`src/rtl/psd_cfg.svh`:
```
// Purpose: constants of the position sensor safety diagnostics block
// Assumes: one 50 MHz clock, settings delivered as plain ports
// Notes: included by bare name
`ifndef PSD_CFG_SVH
`define PSD_CFG_SVH

// error flag register bit positions
`define PSD_FL_GAIN      0
`define PSD_FL_HALF      1
`define PSD_FL_ECC_SGL   2
`define PSD_FL_ECC_DBL   3
`define PSD_FL_BROKEN    4
`define PSD_FL_OFFSET    5
`define PSD_FL_CORDIC    6
`define PSD_FL_RESET     8'h00

// protected settings byte layout
`define PSD_SET_OFFSET_EN 0
`define PSD_SET_HALF_EN   1
`define PSD_SET_GAIN_EN   2
`define PSD_SET_BROKEN_EN 3
`define PSD_SET_THR_LSB   4
`define PSD_SET_RESET     8'h00

// protection register layout
`define PSD_PROT_EN_BIT   7
`define PSD_CHSUM_RESET   7'h00

// broken chain threshold step is 256 lsb, an 8-bit shift
`define PSD_THR_SHIFT     8
// magnitude setpoint held by the gain loop
`define PSD_MAG_TARGET    14'h1000

// safe-state output levels
`define PSD_COMM_SAFE     3'h0
`define PSD_INCR_SAFE     3'h7
`define PSD_OUT_RESET     3'h0

`endif

```
`src/rtl/psd_pkg.sv`:
```
// Purpose: types of the position sensor safety diagnostics block
// Assumes: nothing beyond the header constants
// Notes: no imports; used as psd_pkg::name
package psd_pkg;
	typedef logic [7:0]  psd_flags_t;
	typedef logic [8:0]  psd_prot_data_t;
	typedef logic [12:0] psd_codeword_t;
	typedef logic [4:0]  psd_check_t;
endpackage

```
`src/rtl/psd_diag.sv`:
```
// Purpose: diagnostics, safe-state forcing, sticky flags and settings protection
// Assumes: fault inputs synchronous to clk_i; read strobe one cycle wide
// Notes: settings and enable protected by a secded code over 9 bits
//
// Contract
// - present the automatic gain value as a readable output field.
// - gain loop at its limit sets the gain-limit warning bit.
// - magnitude below half its target sets the magnitude-half error flag.
// - detected error forces commutation outputs low and incremental outputs high.
// - per-mechanism safe-state enables, all off by default; cordic overflow and double error always force the safe state.
// - every response frame carries error and warning flags from diagnostics.
// - broken-chain threshold equals field times 256; zero switches it off.
// - broken-chain check idle by default, active only with nonzero threshold.
// - settings protection applies while the corrected enable bit is one.
// - corrected enable bit is shown as protection status.
// - settings bit errors appear in bits 2 and 3 of the flags.
// - single-bit settings errors are corrected at once.
// - double error raises frame error, single error raises frame warning.
// - settings error and warning flags are sticky.
// - protection register holds checksum in bits 6:0, enable in bit 7.
// - any diagnostic error switches the pulse-width output to error frame.
`timescale 1ns/1ps
`include "psd_cfg.svh"

module psd_diag (
	input  wire logic        clk_i,
	input  wire logic        rst_n_i,
	input  wire logic [7:0]  agc_value_i,
	input  wire logic        agc_at_limit_i,
	input  wire logic [13:0] vector_magnitude_i,
	input  wire logic        offset_fault_i,
	input  wire logic        cordic_overflow_i,
	input  wire logic [11:0] chain_deviation_i,
	input  wire logic [7:0]  raw_settings_i,
	input  wire logic [7:0]  protection_reg_i,
	input  wire logic        flag_read_i,
	input  wire logic [2:0]  commutation_i,
	input  wire logic [2:0]  incremental_i,
	output logic      [7:0]  agc_value_o,
	output logic      [7:0]  error_flag_register_o,
	output logic             frame_error_o,
	output logic             frame_warning_o,
	output logic      [2:0]  commutation_o,
	output logic      [2:0]  incremental_o,
	output logic             pwm_error_frame_o,
	output logic      [7:0]  corrected_settings_o,
	output logic             ecc_status_en_o,
	output logic      [7:0]  ecc_key_o
);

	// syndrome: xor of the positions of all set bits
	function automatic logic [3:0] psd_syndrome(input psd_pkg::psd_codeword_t cw);
		logic [3:0] s;
		s = 4'h0;
		for (int i = 0; i < 13; i++) begin
			if (cw[i]) begin
				s = s ^ 4'(i + 1);
			end
		end
		return s;
	endfunction

	// data bits go to positions that are not powers of two
	function automatic psd_pkg::psd_codeword_t psd_place(input psd_pkg::psd_prot_data_t d);
		psd_pkg::psd_codeword_t cw;
		int                     j;
		cw = 13'h0000;
		j = 0;
		for (int i = 0; i < 13; i++) begin
			if (((i + 1) & i) != 0) begin
				cw[i] = d[j];
				j = j + 1;
			end
		end
		return cw;
	endfunction

	function automatic psd_pkg::psd_prot_data_t psd_extract(input psd_pkg::psd_codeword_t cw);
		psd_pkg::psd_prot_data_t d;
		int                      j;
		d = 9'h000;
		j = 0;
		for (int i = 0; i < 13; i++) begin
			if (((i + 1) & i) != 0) begin
				d[j] = cw[i];
				j = j + 1;
			end
		end
		return d;
	endfunction

	function automatic psd_pkg::psd_check_t psd_encode(input psd_pkg::psd_prot_data_t d);
		logic [3:0] p;
		p = psd_syndrome(psd_place(d));
		return {^d ^ ^p, p};
	endfunction

	psd_pkg::psd_prot_data_t raw_word;
	psd_pkg::psd_codeword_t  rx_cw;
	psd_pkg::psd_codeword_t  fix_cw;
	psd_pkg::psd_prot_data_t fixed_word;
	logic [3:0]              syn;
	logic                    overall;
	logic                    prot_en;
	logic                    ecc_sgl;
	logic                    ecc_dbl;
	logic [7:0]              use_settings;
	logic [11:0]             brk_limit;
	logic                    brk_fault;
	logic                    half_fault;
	logic                    force_safe;
	psd_pkg::psd_flags_t     cause;
	psd_pkg::psd_flags_t     flags;
	psd_pkg::psd_flags_t     next_flags;
	logic                    next_frame_error;
	logic                    next_frame_warning;
	logic [2:0]              next_commutation;
	logic [2:0]              next_incremental;
	logic                    next_pwm_error_frame;
	logic [7:0]              next_ecc_key;

	// settings decode and single-bit correction
	always_comb begin
		raw_word = {protection_reg_i[`PSD_PROT_EN_BIT], raw_settings_i};
		rx_cw = psd_place(raw_word);
		rx_cw[0] = protection_reg_i[0];
		rx_cw[1] = protection_reg_i[1];
		rx_cw[3] = protection_reg_i[2];
		rx_cw[7] = protection_reg_i[3];
		syn = psd_syndrome(rx_cw);
		overall = ^raw_word ^ ^protection_reg_i[4:0];
		fix_cw = rx_cw;
		if (overall && syn != 4'h0 && syn <= 4'hD) begin
			fix_cw[syn - 4'h1] = ~rx_cw[syn - 4'h1];
		end
		fixed_word = psd_extract(fix_cw);
		prot_en = fixed_word[8];
		ecc_sgl = prot_en && overall;
		ecc_dbl = prot_en && !overall && syn != 4'h0;
		use_settings = prot_en ? fixed_word[7:0] : raw_settings_i;
	end

	// fault detection
	always_comb begin
		brk_limit = 12'(use_settings[7:`PSD_SET_THR_LSB]) << `PSD_THR_SHIFT;
		brk_fault = (use_settings[7:`PSD_SET_THR_LSB] != 4'h0)
			&& (chain_deviation_i > brk_limit);
		half_fault = vector_magnitude_i < (`PSD_MAG_TARGET >> 1);
		cause = `PSD_FL_RESET;
		cause[`PSD_FL_GAIN] = agc_at_limit_i;
		cause[`PSD_FL_HALF] = half_fault;
		cause[`PSD_FL_ECC_SGL] = ecc_sgl;
		cause[`PSD_FL_ECC_DBL] = ecc_dbl;
		cause[`PSD_FL_BROKEN] = brk_fault;
		cause[`PSD_FL_OFFSET] = offset_fault_i;
		cause[`PSD_FL_CORDIC] = cordic_overflow_i;
		force_safe = (offset_fault_i && use_settings[`PSD_SET_OFFSET_EN])
			|| (half_fault && use_settings[`PSD_SET_HALF_EN])
			|| (agc_at_limit_i && use_settings[`PSD_SET_GAIN_EN])
			|| (brk_fault && use_settings[`PSD_SET_BROKEN_EN])
			|| cordic_overflow_i || ecc_dbl;
		next_commutation = force_safe ? `PSD_COMM_SAFE : commutation_i;
		next_incremental = force_safe ? `PSD_INCR_SAFE : incremental_i;
		next_pwm_error_frame = |cause;
		next_ecc_key = {3'h0, psd_encode(raw_word)};
	end

	// sticky flags: set wins over the read clear
	always_comb begin
		next_flags = (flag_read_i ? `PSD_FL_RESET : flags) | cause;
		next_frame_error = next_flags[`PSD_FL_HALF] || next_flags[`PSD_FL_ECC_DBL]
			|| next_flags[`PSD_FL_BROKEN] || next_flags[`PSD_FL_OFFSET]
			|| next_flags[`PSD_FL_CORDIC];
		next_frame_warning = next_flags[`PSD_FL_GAIN] || next_flags[`PSD_FL_ECC_SGL];
	end

	always_ff @(posedge clk_i or negedge rst_n_i) begin
		if (!rst_n_i) begin
			flags <= `PSD_FL_RESET;
			frame_error_o <= 1'b0;
			frame_warning_o <= 1'b0;
			agc_value_o <= 8'h00;
			commutation_o <= `PSD_OUT_RESET;
			incremental_o <= `PSD_OUT_RESET;
			pwm_error_frame_o <= 1'b0;
			corrected_settings_o <= `PSD_SET_RESET;
			ecc_status_en_o <= 1'b0;
			ecc_key_o <= 8'h00;
		end else begin
			flags <= next_flags;
			frame_error_o <= next_frame_error;
			frame_warning_o <= next_frame_warning;
			agc_value_o <= agc_value_i;
			commutation_o <= next_commutation;
			incremental_o <= next_incremental;
			pwm_error_frame_o <= next_pwm_error_frame;
			corrected_settings_o <= use_settings;
			ecc_status_en_o <= prot_en;
			ecc_key_o <= next_ecc_key;
		end
	end

	assign error_flag_register_o = flags;

	property p_agc_visible;
		@(posedge clk_i) disable iff (!rst_n_i)
		1'b1 |=> agc_value_o == $past(agc_value_i);
	endproperty
	a_agc_visible: assert property (p_agc_visible) else $error("gain value not shown");

	property p_gain_warn;
		@(posedge clk_i) disable iff (!rst_n_i)
		agc_at_limit_i |=> error_flag_register_o[`PSD_FL_GAIN] && frame_warning_o;
	endproperty
	a_gain_warn: assert property (p_gain_warn) else $error("gain warning missing");

	property p_half_flag;
		@(posedge clk_i) disable iff (!rst_n_i)
		vector_magnitude_i < 14'h0800 |=> error_flag_register_o[`PSD_FL_HALF] && frame_error_o;
	endproperty
	a_half_flag: assert property (p_half_flag) else $error("half magnitude flag missing");

	property p_safe_state;
		@(posedge clk_i) disable iff (!rst_n_i)
		force_safe |=> commutation_o == 3'h0 && incremental_o == 3'h7;
	endproperty
	a_safe_state: assert property (p_safe_state) else $error("safe state not forced");

	property p_pass_through;
		@(posedge clk_i) disable iff (!rst_n_i)
		(use_settings[3:0] == 4'h0 && !cordic_overflow_i && !ecc_dbl)
			|=> commutation_o == $past(commutation_i) && incremental_o == $past(incremental_i);
	endproperty
	a_pass_through: assert property (p_pass_through) else $error("outputs forced while disabled");

	property p_brk_off;
		@(posedge clk_i) disable iff (!rst_n_i)
		use_settings[7:4] == 4'h0 |-> !brk_fault;
	endproperty
	a_brk_off: assert property (p_brk_off) else $error("broken chain check active at zero");

	property p_brk_limit;
		@(posedge clk_i) disable iff (!rst_n_i)
		(use_settings[7:4] == 4'h4 && chain_deviation_i > 12'h400)
			|=> error_flag_register_o[`PSD_FL_BROKEN];
	endproperty
	a_brk_limit: assert property (p_brk_limit) else $error("broken chain threshold wrong");

	property p_ecc_gated;
		@(posedge clk_i) disable iff (!rst_n_i)
		!prot_en |-> !ecc_sgl && !ecc_dbl && use_settings == raw_settings_i;
	endproperty
	a_ecc_gated: assert property (p_ecc_gated) else $error("protection acts while off");

	property p_ecc_report;
		@(posedge clk_i) disable iff (!rst_n_i)
		ecc_dbl |=> error_flag_register_o[`PSD_FL_ECC_DBL] && frame_error_o;
	endproperty
	a_ecc_report: assert property (p_ecc_report) else $error("double error not reported");

	property p_sticky;
		@(posedge clk_i) disable iff (!rst_n_i)
		(error_flag_register_o[`PSD_FL_ECC_SGL] && !flag_read_i)
			|=> error_flag_register_o[`PSD_FL_ECC_SGL] [*1];
	endproperty
	a_sticky: assert property (p_sticky) else $error("sticky flag lost");

	property p_read_clear;
		@(posedge clk_i) disable iff (!rst_n_i)
		(flag_read_i && cause == 8'h00) |=> error_flag_register_o == 8'h00 && !frame_error_o;
	endproperty
	a_read_clear: assert property (p_read_clear) else $error("flags not cleared by read");

	// a cause present in the read cycle keeps its bit
	property p_read_persist;
		@(posedge clk_i) disable iff (!rst_n_i)
		flag_read_i |=> error_flag_register_o == $past(cause);
	endproperty
	a_read_persist: assert property (p_read_persist) else $error("persisting fault lost on read");

	c_single_fix: cover property (@(posedge clk_i) disable iff (!rst_n_i) ecc_sgl ##1 flag_read_i);
	c_safe_force: cover property (@(posedge clk_i) disable iff (!rst_n_i) force_safe && brk_fault);
	c_double: cover property (@(posedge clk_i) disable iff (!rst_n_i) ecc_dbl);

endmodule

```
`config.mk`:
```
export PLATFORM = sky130hd
export DESIGN_NAME = psd_diag
export DESIGN_NICKNAME = d
export VERILOG_FILES = /design/src/rtl/psd_pkg.sv /design/src/rtl/psd_diag.sv
export VERILOG_INCLUDE_DIRS = /design/src /design/src/rtl
export SDC_FILE = /design/constraint.sdc
export NUM_CORES = 1
export LEC_CHECK = 0
export BUFFER_PORTS_ARGS = -buffer_cell sky130_fd_sc_hd__buf_2
export CAP_MARGIN = 20
export CELL_PAD_IN_SITES_DETAIL_PLACEMENT = 0
export CELL_PAD_IN_SITES_GLOBAL_PLACEMENT = 2
export CORE_MARGIN = 2
export CORE_UTILIZATION = 26
export CTS_BUF_LIST = sky130_fd_sc_hd__clkbuf_16
export CTS_CLUSTER_SIZE = 25
export DETAILED_ROUTE_END_ITERATION = 10
export PLACE_DENSITY = 0.75
export SYNTH_ARGS = -nofsm -noshare
export SYNTH_HDL_FRONTEND = slang
export SYNTH_SLANG_ARGS = --single-unit
```
`constraint.sdc`:
```
create_clock -name clk_i -period 0.9 [get_ports clk_i]
set_input_delay 0.045 -clock clk_i [delete_from_list [all_inputs] [get_ports clk_i]]
set_output_delay 0.045 -clock clk_i [all_outputs]
set_load 0.03 [all_outputs]
```
After elaboration in Yosys (flattened, before gate mapping) --
Cells that the tools add are included.
Storage, ports and cells: register bits 39, input bits 62, logic and storage cells 100
Operators by class: $add $sub $neg 1, order comparisons 5, mux-type cells 32, bitwise logic cells 24, reduce and logical (&&, ||, !) cells 28
Operators by type and width (number):
- $mux 4 | 11
- $mux 3 | 9
- $not 2->2 | 9
- $not 3->3 | 6
- $mux 8 | 2
- $lt 14x12->1 const B | 1
- $bwmux 13 | 1
- $mux 13 | 1
- $gt 12x12->1 | 1
- $logic_and 1x1->1 | 11
- $logic_or 1x1->1 | 10
- $reduce_xor 9->1 | 1
- $or 8x7->8 | 1
- $reduce_bool 4->1 | 2
- $reduce_or 7->1 | 1
- $mux 2 | 3
- $lt 4x5->1 const B | 1
- $reduce_xor 5->1 | 1
- $bmux 1 s4 | 1
- $demux 1 s4 | 1
- $ge 4x1->1 const B | 1
- $le 4x4->1 const B | 1
- $not 1->2 | 2
- $reduce_xor 4->1 | 1
- 6 further kinds | 11

Logic depth before layout (Yosys ltp) --
Gate-level depths: netlist of the first run.
depth in word-level cells 37, mapped depth 24, mapped depth without buffers 22

Worst setup path after synthesis of the first run --
OpenSTA, ideal clock, no wires.
path type input to register, from input raw_settings_i[6], to register commutation_o[0], arrival time 4597 ps, path slack -3765 ps, stages 23, buffers on the path 2, path through clkbuf_1 > xnor2_1 > xnor2_1 > xnor2_1 > xnor2_1 > ha_1 > clkbuf_1 > inv_1 > ha_1 > mux4_1 > mux2i_1 > a21oi_1 > nor4b_4 > a31o_2 > inv_1 > ha_1 > nand2_1 > nor3b_1 > nand3_1 > o22ai_1 > mux2i_1 > nand4_2 > and4_1
On the way: word-level cells in the longest chain between the ends 20, elaborated cells on any way between the ends 39, those cells by class add/sub: 1; order compare: 4; mux: 11; bitwise: 4; reduce/logical: 19
RTL lines:
- start: declaration | line psd_diag.sv:34 | input wire logic [7:0] raw_settings_i,
- $mux 4 | line psd_diag.sv:56 | if (cw[i]) begin
- $not 2->2 (no source line)
- $mux 4 | line psd_diag.sv:56
- $not 3->3 (no source line)
- $mux 4 | line psd_diag.sv:56
- $sub 4x1->4 | line psd_diag.sv:134 | fix_cw[syn - 4'h1] = ~rx_cw[syn - 4'h1];
- $lt 4x5->1 (not written as such) / $ge 4x1->1 (equally long branches) | line psd_diag.sv:134
- $logic_and 1x1->1 (not written as such) | line psd_diag.sv:134
- (+4 left out)
- $mux 8 (*) | line psd_diag.sv:140 | use_settings = prot_en ? fixed_word[7:0] : raw_settings_i;
- via use_settings[7] | line psd_diag.sv:107 | logic [7:0] use_settings;
- $gt 12x12->1 / $reduce_bool 4->1 (equally long branches) | line psd_diag.sv:147, psd_diag.sv:146
- $logic_and 1x1->1 (*) | line psd_diag.sv:146 | brk_fault = (use_settings[7:`PSD_SET_THR_LSB] != 4'h0)
- $logic_and 1x1->1 (*) | line psd_diag.sv:160 | || (brk_fault && use_settings[`PSD_SET_BROKEN_EN])
- $logic_or 1x1->1 (*) (3 in a row) | line psd_diag.sv:157 | force_safe = (offset_fault_i && use_settings[`PSD_SET_OFFSET_EN])
- $mux 3 (*) | line psd_diag.sv:162 | next_commutation = force_safe ? `PSD_COMM_SAFE : commutation_i;
- via next_commutation[0] | line psd_diag.sv:117 | logic [2:0] next_commutation;
- end signal: assignment | line psd_diag.sv:183 | commutation_o <= `PSD_OUT_RESET;
- end signal: assignment | line psd_diag.sv:194 | commutation_o <= next_commutation;
- end: declaration | line psd_diag.sv:43 | output logic [2:0] commutation_o,
Mark *: on every way through the listed nets, which the timed path passes. The rest lies on a longest branch. The select of a mux whose other input is x is not followed.

Worst setup path after layout of the first run --
from input raw_settings_i[6], to register incremental_o[1]
On the way: word-level cells in the longest chain between the ends 20, elaborated cells on any way between the ends 39, those cells by class add/sub: 1; order compare: 4; mux: 11; bitwise: 4; reduce/logical: 19
RTL lines:
- $mux 4 | line psd_diag.sv:56
- $not 2->2 (no source line)
- $mux 4 | line psd_diag.sv:56
- $not 3->3 (no source line)
- $mux 4 | line psd_diag.sv:56
- $sub 4x1->4 | line psd_diag.sv:134
- $lt 4x5->1 (not written as such) / $ge 4x1->1 (equally long branches) | line psd_diag.sv:134
- $logic_and 1x1->1 (not written as such) | line psd_diag.sv:134
- (+4 left out)
- $mux 8 (*) | line psd_diag.sv:140
- via use_settings[7] | line psd_diag.sv:107
- $gt 12x12->1 / $reduce_bool 4->1 (equally long branches) | line psd_diag.sv:147, psd_diag.sv:146
- $logic_and 1x1->1 (*) | line psd_diag.sv:146
- $logic_and 1x1->1 (*) | line psd_diag.sv:160
- $logic_or 1x1->1 (*) (3 in a row) | line psd_diag.sv:157
- $mux 3 (*) | line psd_diag.sv:163 | next_incremental = force_safe ? `PSD_INCR_SAFE : incremental_i;
- via next_incremental[1] | line psd_diag.sv:118 | logic [2:0] next_incremental;
- end signal: assignment | line psd_diag.sv:184 | incremental_o <= `PSD_OUT_RESET;
- end signal: assignment | line psd_diag.sv:195 | incremental_o <= next_incremental;
- end: declaration | line psd_diag.sv:44 | output logic [2:0] incremental_o,
Marked as above.

==> results of run 1 <==
[worst paths after layout]
check,depth (start not counted),endpoint,startpoint,slack [ns]
worst max-delay path,22,incremental_o[1],raw_settings_i[6],-2.93
worst min-delay path,2,error_flag_register_o[6],cordic_overflow_i,-0.02
worst max register to register,3,frame_error_o,error_flag_register_o[5],-0.14
worst min register to register,2,error_flag_register_o[3],error_flag_register_o[3],0.53
max in group asynchronous,3,incremental_o[2],rst_n_i,0.26
min in group asynchronous,2,agc_value_o[1],rst_n_i,0.23
[layout make-up]
class / count / area share [%]
Multi-Input combinational cell: 153 / 38.4
Tap cell: 111 / 3.13
Sequential cell: 38 / 21.5
Timing Repair Buffer: 185 / 31.5
Inverter: 12 / 1.13
Clock inverter: 3 / 1.55
Clock buffer: 5 / 2.82
[kinds of logic after synthesis]
logic type	after synthesis
buffers and inverters	21
AND/OR/NAND/NOR	65
multiplexers	13
other	1
flip-flops	38
adder cells (fa/ha/maj)	7
AO/OA/AOI/OAI	36
XOR/XNOR	28
[power by group through the flow]
stage                     clock (mW)  combinational (mW)  sequential, mW
after floorplan                    0                2.39            2.51
after global placement             0                4.71            2.03
after detailed placement           0                4.76            2.04
after CTS                       2.32                5.21            2.01
after global routing            2.44                6.13            2.05
final                           2.29                5.73            2.02
[timing repair]
item | CTS | global route
setup buffers | 6 | 7
endpoints found under the setup margin | 28 | 32
gates resized for setup | 50 | 52
pin swaps | 19 | 12
hold endpoints to repair | 26 | 1
[through the flow]
| step | utilization [%] | setup TNS (ns) |
|---|---|---|
| finish | 48.4 | -46.53 |
| global route | 48.4 | -49.74 |
| CTS | 45.8 | -46.72 |
| detailed placement | 39.4 | -58.73 |
| global placement | 39.4 | -56.21 |
| floorplan | - | -52.54 |
[synth_stat cells, drive strengths merged, types with 4 or more instances]
cell	count	area share (%)
dfrtp	38	39
xnor2	16	6.9
inv	12	1.9
nor2	12	2.0
nor3	12	3.4
ha	7	3.6
nand2	7	1.1
o21ai	7	1.4
a21oi	6	1.4
mux2	6	2.9
xor2	6	2.5
buf	5	1.7
mux2i	5	2.2
nand4b	5	1.8
a21o	4	1.2
and2	4	1.1
o221ai	4	2.0
[per-layer routing]
metal | track usage (%) | wire length [um] | share of wire, %
met1 | 19.5 | 3260 | 43
met2 | 25.7 | 3820 | 51
met3 | 3.40 | 359 | 4.8
met4 | 2.95 | 74 | 0.98
met5 | 0 | 0 | 0
[sequential cells by signal, indices dropped and copies added, names as in the netlist]
name / flops
agc_value_o: 8
commutation_o: 3
corrected_settings_o: 8
ecc_key_o: 5
ecc_status_en_o: 1
error_flag_register_o: 7
frame_error_o: 1
frame_warning_o: 1
incremental_o: 3
pwm_error_frame_o: 1
==> impl_metrics.toml, run 1 <==
[run]
maxCapViolations = 0

[setup_path]
slowest_stage = "mux4_2"
critPathRequiredTime_ns = 1.05
path_max_fanout = 6
crit_path_cell_trace = "buf_8 -> xnor2_4 -> xnor2_2 -> xnor2_2 -> xnor2_2 -> ha_4 -> inv_4 -> ha_4 -> mux4_2 -> mux2i_2 -> a21oi_2 -> nor4b_4 -> a31o_2 -> inv_2 -> ha_4 -> nand2_2 -> nor3b_2 -> nand3_2 -> o22ai_2 -> mux2i_4 -> nand4_4 -> nand4b_1"
criticalPathCategory = "input port to register"
critPathBufInv = 3
crit_family = "simple AND/OR/NAND/NOR gates"
worst_ep_arrival_time_ns = 3.97
cp-start-kind = "input port"
worst_path_largest_cell_delay_ns = 0.51
end_kind = "register"

[power_and_ir_drop]
net-switching-power_mw = 3.58
fin_total_pwr_mw = 10.0
combPwrFrac_pct = 57.0
sequentialPowerShare_pct = 20.1
power_leakage_nw = 2.07
internal_power_mw = 6.46
clockPowerShare_pct = 22.8
irDropWorstVdd_v = 0.000977
swShare_pct = 35.7
power_density_mw_per_mm2 = 2270

[timing]
whs_ns = -0.0165
rsz0062_at_grt = "true"
layout_min_cycle_time_ns = 3.83
final_max_slew_viol_count = 0
fmax_mhz = 261
min_period_over_period_pct = 425
setup_viol = 25
finalHoldViolations = 1
clock_skew_ns = 0.00175
fin_ws_ns = -2.93

[floorplan]
row_count = 35
die_area_mm2 = 0.0101
io_pins = 104
coreArea_mm2 = 0.00915
dieWidth_um = 101
start_util_pct = 26.5
die_h_um = 101

[route]
wl_per_cell_um = 14.8
first_pass_iters = 4
vias_per_cell = 4.55
ant_nets = 0
vias = 2306
drc_errors = 0
wl_um = 7520
first_iter_violations = 64

[yosys]
syn_inst = 209
ys_seq_area_share_pct = 39.2
ys_types = 67
synthXorXnorAreaFrac_pct = 15.2
synth-simple-area-share_pct = 17.7
muxShareOfSynthArea_pct = 7.16
synth_ff_type = "dfrtp_1"
synthAdderAreaFrac_pct = 3.61
synth-compound-area-share_pct = 12.1
ys_seq_elements = 38
async_flop_share_pct = 100
synth_top_family_by_area = "simple AND/OR/NAND/NOR gates"
synth_edf_count = 0
syn_avg_cell_area_um2 = 11.6
yosysWarnings = 0
synthesis.area_mm2 = 0.00243

[placed_design]
placed_cells = 476
hpwlAfterDp_um = 5870
port_buffers = 86
dpl-instance-area_mm2 = 0.00361
dp_slack_ns = -3.51
gp_congestion = 0.860

[clocking]
ctsHoldBuffers = 13
clk_path_buf_depth = 2
clk_latency_ns = 0.28
cts_max_level = 2
cts_tree = "done"
clkSinkCount = 38
cts_buffers = 5
path_clk_slew_ns = 0.06
cts_root_buf = "clkbuf_16"

[final_layout]
final_cells = 507
syn_to_final_growth_pct = 82.5
multiInputGateArea_mm2 = 0.00170
final_cell_area_mm2 = 0.00443
diodes = 0
layout_common_cells = "72 x buf_2, 68 x buf_4, 38 x dfrtp_1, 26 x buf_6, 13 x dlygate4sd3_1"
nNetsFinal = 464
final_common_cell = "buf_2"
layout-drive-gt1-share_pct = 63.9
fill_cells = 818
regArea_um2 = 951

[global_routing]
grt_util_all_layers_pct = 15.0
overflow = 0
grt_max_degree = 16
antenna_found_initial = 0
grt_pass1_vias = 2379
grt_first_pass_wirelength_um = 11800

[hold_path]
hold_path_class = "input port to register"

[run_status]
violations = "negative hold slack, negative setup slack"
status = "finished, violations left"
No activity file was read; power rests on OpenSTA's default activity.
==> inputs of run 2 (changes only) <==
--- a/config.mk
+++ b/config.mk
@@ -10,11 +10,11 @@
 export CAP_MARGIN = 20
 export CELL_PAD_IN_SITES_DETAIL_PLACEMENT = 0
 export CELL_PAD_IN_SITES_GLOBAL_PLACEMENT = 2
-export CORE_MARGIN = 2
 export CORE_UTILIZATION = 26
 export CTS_BUF_LIST = sky130_fd_sc_hd__clkbuf_16
 export CTS_CLUSTER_SIZE = 25
 export DETAILED_ROUTE_END_ITERATION = 10
+export GPL_TIMING_DRIVEN = 0
 export PLACE_DENSITY = 0.75
 export SYNTH_ARGS = -nofsm -noshare
 export SYNTH_HDL_FRONTEND = slang
==> run 2 against run 1 <==
  * The flow still finishes with violations (negative hold slack, negative setup slack)
  * Clock skew increased by 0.00073 ns
  * Sequential share of layout area rose by 3.3 points
  * Highest routed layer unchanged
  * Non-clock buffer count is 60 lower
  * Largest power group unchanged
  * Global-route usage down 0.82 points
  * Core utilization shrank 5.2 points
  * Critical endpoint is now commutation_o[1]
  * Combinational power decreased by 17%
==> impl_metrics.toml, run 2 (same netlist as run 1, synthesis figures left out) <==
[run_status]
status = "finished, violations left"
violations = "negative hold slack, negative setup slack"

[timing]
fmax_mhz = 257
min_period_over_period_pct = 433
finalHoldViolations = 39
rsz0062_at_grt = "true"
fin_ws_ns = -3.00
whs_ns = -0.135
final_max_slew_viol_count = 0
layout_min_cycle_time_ns = 3.90
relSlewSlack_pct = 44.6
setup_viol = 21
clock_skew_ns = 0.00248
tightest_slew_ns = 0.831

[power_and_ir_drop]
clockPowerShare_pct = 25.1
internal_power_mw = 5.79
irDropWorstVdd_v = 0.00102
fin_total_pwr_mw = 9.06
sequentialPowerShare_pct = 22.3
power_density_mw_per_mm2 = 2360
power_leakage_nw = 1.75
combPwrFrac_pct = 52.6
net-switching-power_mw = 3.27
swShare_pct = 36.1

[placed_design]
gp_congestion = 0.758
port_buffers = 84
hpwlAfterDp_um = 5000

[setup_path]
criticalPathCategory = "input port to register"
timing.critical_path.from = "raw_settings_i[6]"
end_kind = "register"
regToRegEndpoint = "frame_error_o"
r2r_start = "error_flag_register_o[1]"
path_max_fanout = 6
rrSetupSlack_ns = -0.13
worst_ep_arrival_time_ns = 4.07
critPathRequiredTime_ns = 1.07
r2r_cells = 3
cp-start-kind = "input port"

[final_layout]
nNetsFinal = 404
layout-drive-gt1-share_pct = 54.8
post-route-util_pct = 43.2
syn_to_final_growth_pct = 58.4
layout_common_cells = "72 x buf_2, 38 x dfrtp_1, 20 x buf_4, 16 x buf_6, 12 x dlygate4sd3_1"
final_common_cell = "buf_2"
diodes = 0

[clocking]
cts_buffers = 5
cts_tree = "done"
clkSinkCount = 38
cts_root_buf = "clkbuf_16"
cts_max_level = 2
ctsHoldBuffers = 12
clk_path_buf_depth = 2
path_clk_slew_ns = 0.06
clk_latency_ns = 0.28

[route]
drc_errors = 0
first_pass_iters = 4
vias = 2030
first_iter_violations = 77
wl_um = 6620
wl_per_cell_um = 14.9
ant_nets = 0
vias_per_cell = 4.57

[floorplan]
row_count = 34
die_h_um = 98.6
io_pins = 104
dieWidth_um = 98.6
start_util_pct = 27.3
coreArea_mm2 = 0.00889
die_area_mm2 = 0.00973

[global_routing]
grt_max_degree = 39
grt_util_all_layers_pct = 14.2
antenna_found_initial = 0
grt_pass1_vias = 2198
overflow = 0
grt_first_pass_wirelength_um = 10800

[hold_path]
hold_path_class = "input port to async pin"

[run]
maxCapViolations = 0
==> run 2: cell types whose count changed in the layout (fill, tap and decap cells not counted), sizes merged <==
cell | before | now
buf | 172 | 109
dlygate4sd3 | 13 | 12
clkbuf | 5 | 9
==> run 2: what timing repair did <==
action | CTS | global route
resized for setup | 50 | 20
buffers inserted | 16 | 7
hold endpoints to repair | 51 | 38
pin swaps | 19 | 3
endpoints found under the setup margin | 24 | 31
==> run 2: layout make-up <==
type                    count  area (um2)
clock inverters             3        68.8
clock buffers               5         125
well taps                 108         135
fillers                   840        5050
flip-flops and latches     38         951
plain buffers               8        93.8
multi-input cells         153        1620
repair buffers            117         797
inverters                  12        52.6
==> run 2: power by group through the flow <==
stage | Clock (mW) | Sequential [mW] | Combinational [mW]
6_report | 2.27 | 2.02 | 4.76
5_1_grt | 2.40 | 2.05 | 5.13
4_1_cts | 2.34 | 2.02 | 4.62
3_5_place_dp | 0 | 2.04 | 3.77
3_3_place_gp | 0 | 2.03 | 3.76
2_1_floorplan | 0 | 2.51 | 2.39
==> run 2: worst max-delay path by stage <==
| stage | endpoint | slack [ns] |
|---|---|---|
| finish | commutation_o[1] | -3.00 |
| global placement | pwm_error_frame_o | -4.07 |
| detailed placement | frame_error_o | -4.09 |
| floorplan | commutation_o[0] | -3.33 |
| global route | commutation_o[2] | -3.22 |
| CTS | commutation_o[1] | -3.01 |
==> run 2: metrics by stage <==
stage	cell area (um2)	cells	setup slack (ns)	hold slack, ns	TNS, ns
after floorplan	2550	212	-3.33	-0.251	-52.54
after global placement	3100	404	-4.07	0.154	-65.14
after detailed placement	3100	404	-4.09	0.156	-65.55
after CTS	3760	440	-3.01	-0.106	-46.43
after global routing	3840	444	-3.22	-0.0525	-49.99
final	3840	444	-3.00	-0.135	-46.60
==> run 2: layer usage <==
| metal | vias up | wire length (um) | GRT usage [%] |
|---|---|---|---|
| met5 | - | 0 | 0 |
| met2 | 66 | 3310 | 25.2 |
| met3 | 7 | 350 | 2.62 |
| met4 | 0 | 63 | 3.44 |
| met1 | 960 | 2900 | 17.8 |
| li1 | 997 | - | - |
==> run 2: worst max-delay path, stage by stage <==
cell,delay (ns)
clkbuf_16,0.13
xnor2_4,0.13
xnor2_2,0.15
xnor2_2,0.15
xnor2_1,0.14
ha_1,0.32
clkbuf_8,0.15
inv_6,0.03
ha_4,0.27
mux4_2,0.49
mux2i_1,0.19
a21oi_2,0.07
nor4b_4,0.32
mux2i_1,0.17
ha_1,0.33
nand2_1,0.05
nor2_1,0.08
o21a_1,0.16
o22ai_2,0.10
mux2i_4,0.24
nand4_4,0.16
and4_1,0.18
